File: src/include/cir_pkg.sv
// Summary of operation
// - After power-up the unit holds itself in reset for a short time and leaves it unaided.
// - Writing 0 to control bit 1 puts the subsystem logic back into reset at any time.
// - Control bit 0 low holds the outgoing data-frame interface in reset; high releases it.
// - Control bit 2 low clears the status and error bits of the interface status register.
// - Reading the control register returns the three control bits in bits 2..0, zeros above.
// - Status bits 5..4 give the last outcome: 00 accepted, 01 unknown, 10 forbidden, 11 timeout.
// - Status bits 3..0 flag response timeout, forbidden read, forbidden broadcast, overlap.
// - Undefined addresses, writes to read-only and reads of write-only answer unknown (01).
// - Every non-broadcast subsystem command is passed on; forbidden or timeout only mark a hardware fault.
// - The delay register holds the last subsystem delay in link periods, reset value 0x01ff.
// - Control and time-stamp reset accept broadcast; a time-stamp reset write pulses the reset.
// - Every register returns to its default at power-up and after a subsystem reset.
// - Out of reset, host accesses are served except forbidden broadcasts; a start bit during an open command is ignored and flagged.
// - Register words are 16 bits, bit 15 the most significant and bit 0 the least.
package cir_pkg;
  typedef logic [7:0] cir_addr_t;
  typedef logic [15:0] cir_word_t;
  // Register offsets; addresses from the subsystem base upward go to the subsystem.
  localparam cir_addr_t ADR_STATUS = 8'h00;
  localparam cir_addr_t ADR_CONTROL = 8'h01;
  localparam cir_addr_t ADR_DELAY = 8'h02;
  localparam cir_addr_t ADR_TSRST = 8'h03;
  localparam cir_addr_t ADR_SUB_BASE = 8'h20;
  // Field positions.
  localparam int CTL_DATA_RSTN = 0;
  localparam int CTL_SUB_RSTN = 1;
  localparam int CTL_CLR_N = 2;
  localparam int ST_OVERLAP = 0;
  localparam int ST_FORB_BC = 1;
  localparam int ST_FORB_RD = 2;
  localparam int ST_TIMEOUT = 3;
  localparam int ST_RESP_LO = 4;
  localparam int CTL_W = 3;
  localparam int STAT_W = 6;
  localparam int DLY_W = 9;
  // Reset values.
  localparam logic [2:0] CTL_RESET = 3'h3;
  localparam logic [5:0] STAT_RESET = 6'h00;
  localparam logic [8:0] DLY_RESET = 9'h1ff;
  // Link frame: write flag, broadcast flag, address, data; answer: start, status, data.
  localparam int FRM_BITS = 26;
  localparam int RET_BITS = 19;
  // Timing.
  localparam int CLK_MHZ = 250;
  localparam int RST_TIME_NS = 1000;
  localparam int RST_CYCLES = (RST_TIME_NS * CLK_MHZ + 999) / 1000;
  localparam int SUB_TIMEOUT = 511;
  typedef enum logic [1:0] {
    CIR_RS_OK = 2'b00,
    CIR_RS_UNKNOWN = 2'b01,
    CIR_RS_FORBID = 2'b10,
    CIR_RS_TIMEOUT = 2'b11
  } cir_resp_e;
  typedef struct packed {
    logic we;
    cir_addr_t addr;
    cir_word_t wdata;
  } cir_sub_cmd_s;
endpackage

File: src/rtl/cir_sync.sv
`timescale 1ns/100ps
`default_nettype none
module cir_sync
  import cir_pkg::*;
#(
  parameter int W = 2
)
(
  // Clock and reset.
  input wire logic clk_i,
  input wire logic rst_i,
  // Asynchronous levels in, synchronised levels out.
  input wire logic [W-1:0] d_i,
  output logic [W-1:0] q_o
);
  typedef struct packed {
    logic [W-1:0] s1;
    logic [W-1:0] s2;
  } cir_sync_s;
  cir_sync_s st;
  cir_sync_s next_st;

  if (W < 1)
  begin : g_chk
    $error("cir_sync needs W of at least 1");
  end

  // The first stage feeds only the second, so metastability settles there.
  always_comb
  begin
    next_st.s1 = d_i;
    next_st.s2 = st.s1;
  end

  always_ff @(posedge clk_i or posedge rst_i)
  begin
    if (rst_i)
      st <= '0;
    else
      st <= next_st;
  end

  assign q_o = st.s2;
endmodule
`default_nettype wire

File: src/rtl/cir_rst_gen.sv
`timescale 1ns/100ps
`default_nettype none
module cir_rst_gen
  import cir_pkg::*;
#(
  parameter int CYCLES = RST_CYCLES
)
(
  // Clock and reset.
  input wire logic clk_i,
  input wire logic rst_i,
  // Request to re-enter reset, and the stretched reset level.
  input wire logic trig_i,
  output logic busy_o
);
  typedef struct packed {
    logic [15:0] cnt;
    logic busy;
  } cir_rst_s;
  cir_rst_s st;
  cir_rst_s next_st;

  if (CYCLES < 1 || CYCLES > 65535)
  begin : g_chk
    $error("cir_rst_gen CYCLES out of range");
  end

  // Count down the reset window, then release without outside help.
  always_comb
  begin
    next_st = st;
    if (trig_i)
    begin
      next_st.cnt = 16'(CYCLES);
      next_st.busy = 1'b1;
    end
    else if (st.cnt != 16'h0000)
    begin
      next_st.cnt = st.cnt - 16'h0001;
    end
    else
    begin
      next_st.busy = 1'b0;
    end
  end

  // Power-up loads the full window so the unit starts in reset.
  always_ff @(posedge clk_i or posedge rst_i)
  begin
    if (rst_i)
    begin
      st.cnt <= 16'(CYCLES);
      st.busy <= 1'b1;
    end
    else
      st <= next_st;
  end

  assign busy_o = st.busy;
endmodule
`default_nettype wire

File: src/rtl/cir_regs.sv
`timescale 1ns/100ps
`default_nettype none
module cir_regs
  import cir_pkg::*;
#(
  parameter int RESET_CYCLES = RST_CYCLES,
  parameter int TIMEOUT_PERIODS = SUB_TIMEOUT
)
(
  // Clock and reset.
  input wire logic clk_i,
  input wire logic rst_i,
  // Host command link.
  input wire logic link_clk_i,
  input wire logic link_cmd_i,
  output logic link_ret_o,
  // Subsystem access port.
  output logic sub_req_o,
  output cir_sub_cmd_s sub_cmd_o,
  input wire logic sub_ack_i,
  input wire logic sub_err_i,
  input wire logic [15:0] sub_rdata_i,
  // Reset and strobe outputs.
  output logic sub_reset_o,
  output logic data_if_reset_o,
  output logic timestamp_reset_o
);
  typedef enum logic [2:0] {
    PH_IDLE = 3'b000,
    PH_RX = 3'b001,
    PH_DEC = 3'b010,
    PH_WAIT = 3'b011,
    PH_TX = 3'b100
  } cir_phase_e;

  typedef struct packed {
    cir_phase_e ph;
    logic lk_q;
    logic [4:0] cnt;
    logic [FRM_BITS-1:0] rx;
    logic [RET_BITS-1:0] tx;
    logic [CTL_W-1:0] ctrl;
    logic [STAT_W-1:0] stat;
    logic [DLY_W-1:0] dly;
    logic [DLY_W-1:0] dcnt;
    logic ret;
    logic req;
    cir_sub_cmd_s cmd;
    logic ts;
    logic dif_rst;
    logic rst_req;
  } cir_state_s;

  localparam cir_state_s ST_RST = '{
    ph: PH_IDLE, lk_q: 1'b0, cnt: 5'h00, rx: '0, tx: '0,
    ctrl: CTL_RESET, stat: STAT_RESET, dly: DLY_RESET, dcnt: '0,
    ret: 1'b0, req: 1'b0, cmd: '0, ts: 1'b0, dif_rst: 1'b0,
    rst_req: 1'b0};

  if (TIMEOUT_PERIODS < 1 || TIMEOUT_PERIODS > 511)
  begin : g_chk
    $error("cir_regs TIMEOUT_PERIODS must be 1 to 511");
  end

  cir_state_s st;
  cir_state_s next_st;
  logic [1:0] sync_q;
  logic busy;
  logic lk;
  logic cmd_bit;
  logic rise;
  logic fall;

  // Link clock and command line come from the host's domain.
  cir_sync #(
    .W(2)
  ) u_sync (
    .clk_i(clk_i),
    .rst_i(rst_i),
    .d_i({link_clk_i, link_cmd_i}),
    .q_o(sync_q)
  );

  // Power-up and commanded resets share one stretcher.
  cir_rst_gen #(
    .CYCLES(RESET_CYCLES)
  ) u_rst (
    .clk_i(clk_i),
    .rst_i(rst_i),
    .trig_i(st.rst_req),
    .busy_o(busy)
  );

  assign lk = sync_q[1];
  assign cmd_bit = sync_q[0];
  assign rise = lk & ~st.lk_q;
  assign fall = ~lk & st.lk_q;

  // Command decode, subsystem hand-off and answer shifting in one pass.
  always_comb
  begin
    logic [STAT_W-1:0] set_v;
    logic done;
    logic reply;
    cir_resp_e rs;
    cir_word_t rd;
    logic we;
    logic bc;
    cir_addr_t ad;
    cir_word_t wd;
    set_v = '0;
    done = 1'b0;
    reply = 1'b1;
    rs = CIR_RS_OK;
    rd = '0;
    we = st.rx[25];
    bc = st.rx[24];
    ad = st.rx[23:16];
    wd = st.rx[15:0];
    next_st = st;
    next_st.lk_q = lk;
    next_st.ts = 1'b0;
    next_st.rst_req = 1'b0;
    unique case (st.ph)
      PH_IDLE:
      begin
        // A high command bit on a link rising edge starts a frame.
        if (rise && cmd_bit)
        begin
          next_st.ph = PH_RX;
          next_st.cnt = 5'h00;
        end
      end
      PH_RX:
      begin
        // Bits arrive most significant first, sampled on rising link edges.
        if (rise)
        begin
          next_st.rx = {st.rx[FRM_BITS-2:0], cmd_bit};
          next_st.cnt = st.cnt + 5'h01;
          if (st.cnt == 5'(FRM_BITS - 1))
            next_st.ph = PH_DEC;
        end
      end
      PH_DEC:
      begin
        // Broadcast reads and broadcasts to other than control or time-stamp reset are rejected as forbidden; the rest are served.
        if (bc && !we)
        begin
          set_v[ST_FORB_RD] = 1'b1;
          rs = CIR_RS_FORBID;
          reply = 1'b0;
          done = 1'b1;
        end
        else if (bc && ad != ADR_CONTROL && ad != ADR_TSRST)
        begin
          set_v[ST_FORB_BC] = 1'b1;
          rs = CIR_RS_FORBID;
          reply = 1'b0;
          done = 1'b1;
        end
        else if (ad >= ADR_SUB_BASE)
        begin
          // Every non-broadcast subsystem command is passed on, never rejected here.
          next_st.req = 1'b1;
          next_st.cmd.we = we;
          next_st.cmd.addr = ad;
          next_st.cmd.wdata = wd;
          next_st.dcnt = '0;
          next_st.ph = PH_WAIT;
        end
        else
        begin
          done = 1'b1;
          reply = !bc;
          unique case (ad)
            ADR_STATUS:
            begin
              if (we)
                rs = CIR_RS_UNKNOWN;
              else
                rd = {10'h000, st.stat};
            end
            ADR_CONTROL:
            begin
              if (we)
              begin
                next_st.ctrl = wd[CTL_W-1:0];
                next_st.rst_req = ~wd[CTL_SUB_RSTN];
              end
              else
                rd = {13'h0000, st.ctrl};
            end
            ADR_DELAY:
            begin
              if (we)
                rs = CIR_RS_UNKNOWN;
              else
                rd = {7'h00, st.dly};
            end
            ADR_TSRST:
            begin
              if (we)
                next_st.ts = 1'b1;
              else
                rs = CIR_RS_UNKNOWN;
            end
            default:
            begin
              rs = CIR_RS_UNKNOWN;
            end
          endcase
        end
      end
      PH_WAIT:
      begin
        // Delay counts host link periods from hand-off to answer.
        if (rise)
          next_st.dcnt = st.dcnt + 9'h001;
        if (sub_ack_i)
        begin
          next_st.req = 1'b0;
          next_st.dly = st.dcnt;
          rs = sub_err_i ? CIR_RS_FORBID : CIR_RS_OK;
          rd = st.cmd.we ? 16'h0000 : sub_rdata_i;
          done = 1'b1;
        end
        else if (st.dcnt == 9'(TIMEOUT_PERIODS))
        begin
          next_st.req = 1'b0;
          next_st.dly = DLY_RESET;
          set_v[ST_TIMEOUT] = 1'b1;
          rs = CIR_RS_TIMEOUT;
          done = 1'b1;
        end
      end
      PH_TX:
      begin
        // Answer bits change on falling link edges so the host samples on rising.
        if (fall)
        begin
          if (st.cnt == 5'(RET_BITS))
          begin
            next_st.ret = 1'b0;
            next_st.ph = PH_IDLE;
          end
          else
          begin
            next_st.ret = st.tx[RET_BITS-1];
            next_st.tx = {st.tx[RET_BITS-2:0], 1'b0};
            next_st.cnt = st.cnt + 5'h01;
          end
        end
      end
      default:
      begin
        next_st.ph = PH_IDLE;
      end
    endcase

    // A start bit while a command is still open is ignored and flagged.
    if ((st.ph == PH_WAIT || st.ph == PH_TX) && rise && cmd_bit)
      set_v[ST_OVERLAP] = 1'b1;

    if (done)
    begin
      set_v[ST_RESP_LO +: 2] = rs;
      next_st.ph = reply ? PH_TX : PH_IDLE;
      next_st.tx = {1'b1, rs, rd};
      next_st.cnt = 5'h00;
    end

    // Clear acts first, so an event in the same cycle survives the clear.
    if (!next_st.ctrl[CTL_CLR_N])
      next_st.stat = '0;
    if (done)
      next_st.stat[ST_RESP_LO +: 2] = rs;
    next_st.stat[ST_TIMEOUT:ST_OVERLAP] = next_st.stat[ST_TIMEOUT:ST_OVERLAP]
      | set_v[ST_TIMEOUT:ST_OVERLAP];
    next_st.dif_rst = ~next_st.ctrl[CTL_DATA_RSTN];

    // During reset every register holds its default value.
    if (busy)
    begin
      next_st = ST_RST;
      next_st.lk_q = lk;
      next_st.dif_rst = 1'b1;
    end
  end

  always_ff @(posedge clk_i or posedge rst_i)
  begin
    if (rst_i)
    begin
      st <= ST_RST;
      st.dif_rst <= 1'b1;
    end
    else
      st <= next_st;
  end

  // All outputs are flip-flop outputs.
  assign link_ret_o = st.ret;
  assign sub_req_o = st.req;
  assign sub_cmd_o = st.cmd;
  assign sub_reset_o = busy;
  assign data_if_reset_o = st.dif_rst;
  assign timestamp_reset_o = st.ts;
endmodule
`default_nettype wire

File: config.mk
export PLATFORM = sky130hd
export DESIGN_NAME = cir_regs
export DESIGN_NICKNAME = d
export VERILOG_FILES = /design/src/include/cir_pkg.sv /design/src/rtl/cir_sync.sv /design/src/rtl/cir_rst_gen.sv /design/src/rtl/cir_regs.sv
export SDC_FILE = /design/constraint.sdc
export NUM_CORES = 1
export LEC_CHECK = 0
export BUFFER_PORTS_ARGS = -buffer_cell sky130_fd_sc_hd__buf_2
export CAP_MARGIN = 20
export CORE_UTILIZATION = 25
export CTS_CLUSTER_DIAMETER = 40
export DETAILED_ROUTE_END_ITERATION = 8
export GPL_TIMING_DRIVEN = 0
export PLACE_DENSITY = 0.44
export SYNTH_ARGS = -nofsm -noshare
export SYNTH_HDL_FRONTEND = slang
export SYNTH_SLANG_ARGS = --single-unit
File: constraint.sdc
create_clock -name clk_i -period 13.22 [get_ports clk_i]
set_clock_uncertainty 0.05 [all_clocks]
set_input_delay 3.966 -clock clk_i [delete_from_list [all_inputs] [get_ports clk_i]]
set_output_delay 3.966 -clock clk_i [all_outputs]
set_load 0.01 [all_outputs]
After elaboration in Yosys (flattened, before gate mapping)
Index checks and enable logic that the tools add are counted.

Eq/ne operators: 33. Magnitude comparators: 1. Add/sub/neg operators: 3. Bitwise logic cells: 7. Reductions and logical operators: 38. Mux-type cells: 98.

Operator list (number): 2-to-1 mux 111 bit (1); 2-to-1 mux 9 bit (11); 2-to-1 mux 26 bit (3); 2-to-1 mux 19 bit (4); 2-to-1 mux 27 bit (2); 2-to-1 mux 3 bit (17); 2-to-1 mux 16 bit (3); inequality test 4 x 3 -> 1 bit, second input constant (10); 2-to-1 mux 1 bit (32); one-hot mux 16 bit (2 select lines) (1); 2-to-1 mux 31 bit (1); one-hot mux 9 bit (3 select lines) (1); 2-to-1 mux 5 bit (4); nonzero test 2 bit (10); one-hot mux 9 bit (2 select lines) (1); 2-to-1 mux 17 bit (1); == test 8 x 2 -> 1 bit, second input constant (2); 2-to-1 mux 2 bit (8); nonzero test 16 bit (1); subtractor 16 x 1 -> 16 bit, second input constant (1); inequality test 3 x 2 -> 1 bit, second input constant (5); one-hot mux 3 bit (5 select lines) (1); one-hot mux 5 bit (3 select lines) (1); AND reduction 5 bit (3); 34 further kinds (56).

Output and inout port bits: 30. Flip-flop bits (word level): 132. Bits of input ports: 22. Logic and storage cells: 203.

Longest topological paths before layout
Word-level depth: 9. Depth in mapped cells: 10. Depth with buffers taken out: 9.

Hierarchy
Synthesis repeated with hierarchy kept, for this count alone.

Cells, all modules: 684. Area, all modules: 6478.7 µm².

By module, submodules not included: cir_regs (seq. area each 2792.7 µm², times used 1, area each 5382.7 µm², cells an instance 576); cir_rst_gen (seq. area each 434.2 µm², times used 1, area each 992.2 µm², cells an instance 103); cir_sync (seq. area each 100.1 µm², times used 1, area each 103.8 µm², cells an instance 5).

Worst setup path after synthesis
Ideal clock, no wire load.

Kind: input to register. Start point: in sub_ack_i. End point: reg st[66] (netlist name). Path buffers: 1. Setup time: 136 ps. Stages: 5. Data arrival time: 5224 ps. Setup slack: 7810 ps. Data required time: 13034 ps. Cells stage by stage: nor2_1 -> a221oi_2 -> nor3_1 -> clkbuf_1 -> o21ai_0.

Cells in the longest elaborated chain, start to end: 4. Elaborated cells on any way between the ends: 10. Those cells by class: eq/ne: 1; mux: 6; reduce/logical: 3.

Ends and longest elaborated chain: start: declaration (RTL line cir_regs.sv:20) `input wire logic sub_ack_i,`; 2-to-1 mux 1 bit / 2-to-1 mux 16 bit (equally long branches) (RTL line cir_regs.sv:220) `if (sub_ack_i)`; one-hot mux 1 bit (2 select lines) / one-hot mux 16 bit (2 select lines) (equally long branches) (RTL line cir_regs.sv:124) `unique case (st.ph)`; inequality test 3 x 1 -> 1 bit (no line) (tied with other cells); AND reduction 3 bit (no line) / 2-to-1 mux 111 bit (equally long branches); end signal: assignment (RTL line cir_regs.sv:299) `st <= next_st;`; end: declaration (RTL line cir_regs.sv:65) `cir_state_s st;`.

Several ways; a longest one is shown, not always the timed one. A chain may end at the register's enable or synchronous reset.

Worst setup path after layout
Start point: in sub_ack_i. End point: reg st[75] (netlist name).

Cells in the longest elaborated chain, start to end: 4. Elaborated cells on any way between the ends: 8. Those cells by class: eq/ne: 1; mux: 4; reduce/logical: 3.

Ends and longest elaborated chain (RTL line): 2-to-1 mux 1 bit (*) (cir_regs.sv:220); one-hot mux 1 bit (2 select lines) (*) (cir_regs.sv:124); inequality test 3 x 1 -> 1 bit (no line) (tied with other cells); AND reduction 3 bit (no line) / 2-to-1 mux 111 bit (equally long branches).

Mark *: on every way between the ends. The rest lies on a longest branch, timed or not.

==> run_results.csv <==
group,metric,value,unit
run_status,status,"complete, no violations",
floorplan,core,25200,µm²
global_route,grt_pass1_vias,5150,
route,routedWlPerCell,15.8,µm
sta,setup_slack,7560,ps
global_route,grtUsageTotal,0.140,
sta,tns,0,ps
clock_tree,clock_sinks,132,
power_and_ir_drop,clkPwrFrac,0.351,
clock_tree,clkTransAtPathRegs,60,ps
final_layout,drive_gt1_frac,0.196,
floorplan,dieArea,26300,µm²
critical_path,path_cells,"buf_2 -> nor2_1 -> a221oi_2 -> nor3_1 -> clkbuf_1 -> o21ai_0",
sta,rsz0062_at_grt,"false",
critical_path,path_max_fanout,10,
power_and_ir_drop,switchingPower,0.440,mW
clock_tree,cts-resized-gates,0,
critical_path,max_stage_delay,490,ps
sta,fmax,177,MHz
clock_tree,cts_setup_buffers,0,
final_layout,post-route-util,0.305,
min_path,min_path_type,"flop to flop",
sta,relSlewSlack,0.325,
floorplan,die_h,162,µm
power_and_ir_drop,p_per_area,167,nW/µm²
critical_path,slowest_stage,"nor2_1",
sta,period_share,0.428,
route,via_per_inst,4.63,
critical_path,path_delay_family,"simple AND/OR/NAND/NOR gates",
critical_path,start_kind,"input pin",
yosys,syn-num-nets,718,
sta,hold_viol,0,
floorplan,rows,58,
yosys,ys_seq_elements,132,
power_and_ir_drop,ir_worst_vdd,0.100,mV
placed_design,hpwlAfterDp,12200,µm
critical_path,crit_arrival,5890,ps
placed_design,place_ws,7090,ps
clock_tree,cts_tree,"yes",
run,max_cap_violations,0,
power_and_ir_drop,seq_power_share,0.418,
global_route,grt_overflow_total,0,
final_layout,seq_area,3330,µm²
yosys,synth_edf_count,0,
final_layout,nFillCells,2645,
global_route,antenna_found_initial,1,
clock_tree,cts_buffers,17,
placed_design,port_buffers,51,
global_route,grt_pass1_wl,28500,µm
critical_path,crit_required,13450,ps
clock_tree,clk_path_buf_depth,2,
route,first_pass_iters,8,
yosys,synthDistinctLibCells,62,
floorplan,ios,52,
critical_path,path_buf_inv,2,
clock_tree,cts_htree_levels,4,
floorplan,die_w,162,µm
sta,report.final.slew_viol_count,0,
sta,finalSetupViolCount,0,
sta,tightest_slew,1000,ps
route,first_iter_violations,302,
yosys,synth_ff_type,"dfrtp_1",
yosys,syn_area_per_cell,9.30,µm²
clock_tree,root_buffer,"clkbuf_16",
sta,min_period,5660,ps
yosys,synth_area,6420,µm²
yosys,ys_warn_count,0,
clock_tree,cts_hold_buf,0,
final_layout,multi_input_area,2710,µm²
route,antenna_left,0,
power_and_ir_drop,p_comb_frac,0.231,
final_layout,syn_to_final_growth,19.7,%
final_layout,nets,790,
yosys,synthArstFlopShare,1.00,
global_route,grt_max_degree,91,
critical_path,critPathKind,"input pin to flop",
placed_design,gp_congestion,0.783,
power_and_ir_drop,p_sw_frac,0.342,
critical_path,endpoint_kind,"flop",
sta,finalHoldWorstSlack,300,ps
yosys,ys_seq_area_frac,0.518,
clock_tree,clk-insertion-delay-late,430,ps
power_and_ir_drop,p_int,0.847,mW
route,drc,0,
route,routed_wl,17400,µm
power_and_ir_drop,leakage,3.43,nW
route,vias,5127,
yosys,syn_inst,691,
floorplan,start_util,0.255,
-- cells in the mapped netlist, types with 8 or more instances --
master,n,area [µm²]
mux2i_1,10,100
o22a_1,9,78.8
buf_4,25,188
a22oi_1,9,67.6
o31ai_1,10,75.1
o21ai_0,40,200
nand3_1,15,75.1
nor4_1,9,56.3
nand2_1,146,548
inv_1,11,41.3
clkbuf_1,34,128
nand2b_1,10,62.6
nor2b_1,8,50.1
dfrtp_1,113,2830
nor3_1,20,100
dfstp_2,19,499
nor2_1,26,97.6
a21oi_1,73,365
-- registers in the layout (all words and copies together) (netlist names) --
signal,count
data_if_reset_o,1
u_sync.next_st,2
link_ret_o,1
u_rst.busy_o,1
sub_req_o,1
u_rst.st,16
timestamp_reset_o,1
u_sync.q_o,2
st,82
sub_cmd_o,25
-- placed cells by master (no fill, tap or decap), types with 3 or more instances in the layout --
cell | Yosys | final
buf_4 | 25 | 25
nand4_1 | 3 | 3
xnor2_1 | 7 | 7
inv_8 | 0 | 3
a22oi_1 | 9 | 9
nor3_1 | 20 | 20
inv_1 | 11 | 10
mux2i_1 | 10 | 10
nor2b_1 | 8 | 8
clkbuf_16 | 0 | 17
clkbuf_1 | 34 | 34
nand2_1 | 146 | 146
clkinv_4 | 0 | 3
or3_1 | 6 | 6
nand2b_1 | 10 | 10
buf_2 | 3 | 54
a211oi_1 | 5 | 5
a221oi_1 | 3 | 3
a21o_1 | 6 | 6
or4_1 | 7 | 7
a21oi_1 | 73 | 73
xor2_1 | 6 | 6
dfrtp_1 | 113 | 113
dfstp_2 | 19 | 19
ha_1 | 5 | 5
inv_6 | 0 | 5
or3b_2 | 3 | 3
o21ai_0 | 40 | 40
nor4b_1 | 3 | 3
nor4_1 | 9 | 9
nor2_1 | 26 | 26
a211o_1 | 3 | 3
nand3_1 | 15 | 15
o22a_1 | 9 | 9
or2_2 | 6 | 6
o31ai_1 | 10 | 10
-- worst reg2reg max path: stages, from the launching register on --
cell	delay, ps
dfrtp_1	420
ha_1	250
nand2_1	110
nor3_1	70
ha_1	190
nor2_1	480
a221oi_2	240
nor3_1	460
clkbuf_1	420
o21ai_0	180
-- layout make-up --
type                    count  area share
well taps                 330      0.0537
clock inverters            14      0.0156
inverters                  11     0.00602
plain buffers              65      0.0455
multi-input cells         483       0.352
repair buffers             53      0.0374
flip-flops and latches    132       0.432
diodes                      1    0.000325
clock buffers              18      0.0571
-- stage by stage --
stage               power, mW  area, µm²  cells
finish                   1.29       7690   1107
global route             1.36       7690   1106
CTS                      1.30       7680   1105
detailed placement      0.843       7130   1073
global placement        0.840       7090   1072
floorplan               0.745       6420    691
-- power by group through the flow --
stage                     Clock, mW  Sequential, mW  Combinational (mW)
after floorplan                   0           0.523               0.222
after global placement            0           0.545               0.295
after CTS                     0.464           0.538               0.300
after global routing          0.480           0.546               0.339
final                         0.451           0.538               0.297
after detailed placement          0           0.544               0.298
-- layer usage --
metal	track usage	wire (µm)	up-vias
li1	-	-	2549
met1	0.200	9010	2497
met2	0.208	7700	70
met3	0.0317	568	11
met4	0.0416	161	0
met5	0	0	-
-- cell families after synthesis --
| kind of cell | synth area share |
|---|---|
| flip-flops | 0.518 |
| adder cells (fa/ha/maj) | 0.00974 |
| buffers and inverters | 0.0610 |
| AO/OA/AOI/OAI | 0.162 |
| AND/OR/NAND/NOR | 0.212 |
| multiplexers | 0.0191 |
| XOR/XNOR | 0.0177 |
-- worst paths after layout --
| kind | from | depth (start not counted) | slack (ps) | to |
|---|---|---|---|---|
| max | sub_ack_i | 6 | 7560 | st[75]$_DFFE_PP0P_ |
| min | u_sync.next_st[1]$_DFF_PP0_ | 0 | 300 | u_sync.q_o[1]$_DFF_PP0_ |
| max reg2reg | st[30]$_DFFE_PP0P_ | 9 | 10200 | st[75]$_DFFE_PP0P_ |
| min reg2reg | u_sync.next_st[1]$_DFF_PP0_ | 0 | 300 | u_sync.q_o[1]$_DFF_PP0_ |
| max in group asynchronous | rst_i | 3 | 8780 | st[47]$_DFFE_PP1P_ |
| min in group asynchronous | rst_i | 2 | 3510 | u_rst.st[13]$_DFFE_PP0P_ |
Power figures use the tool's default switching activity.
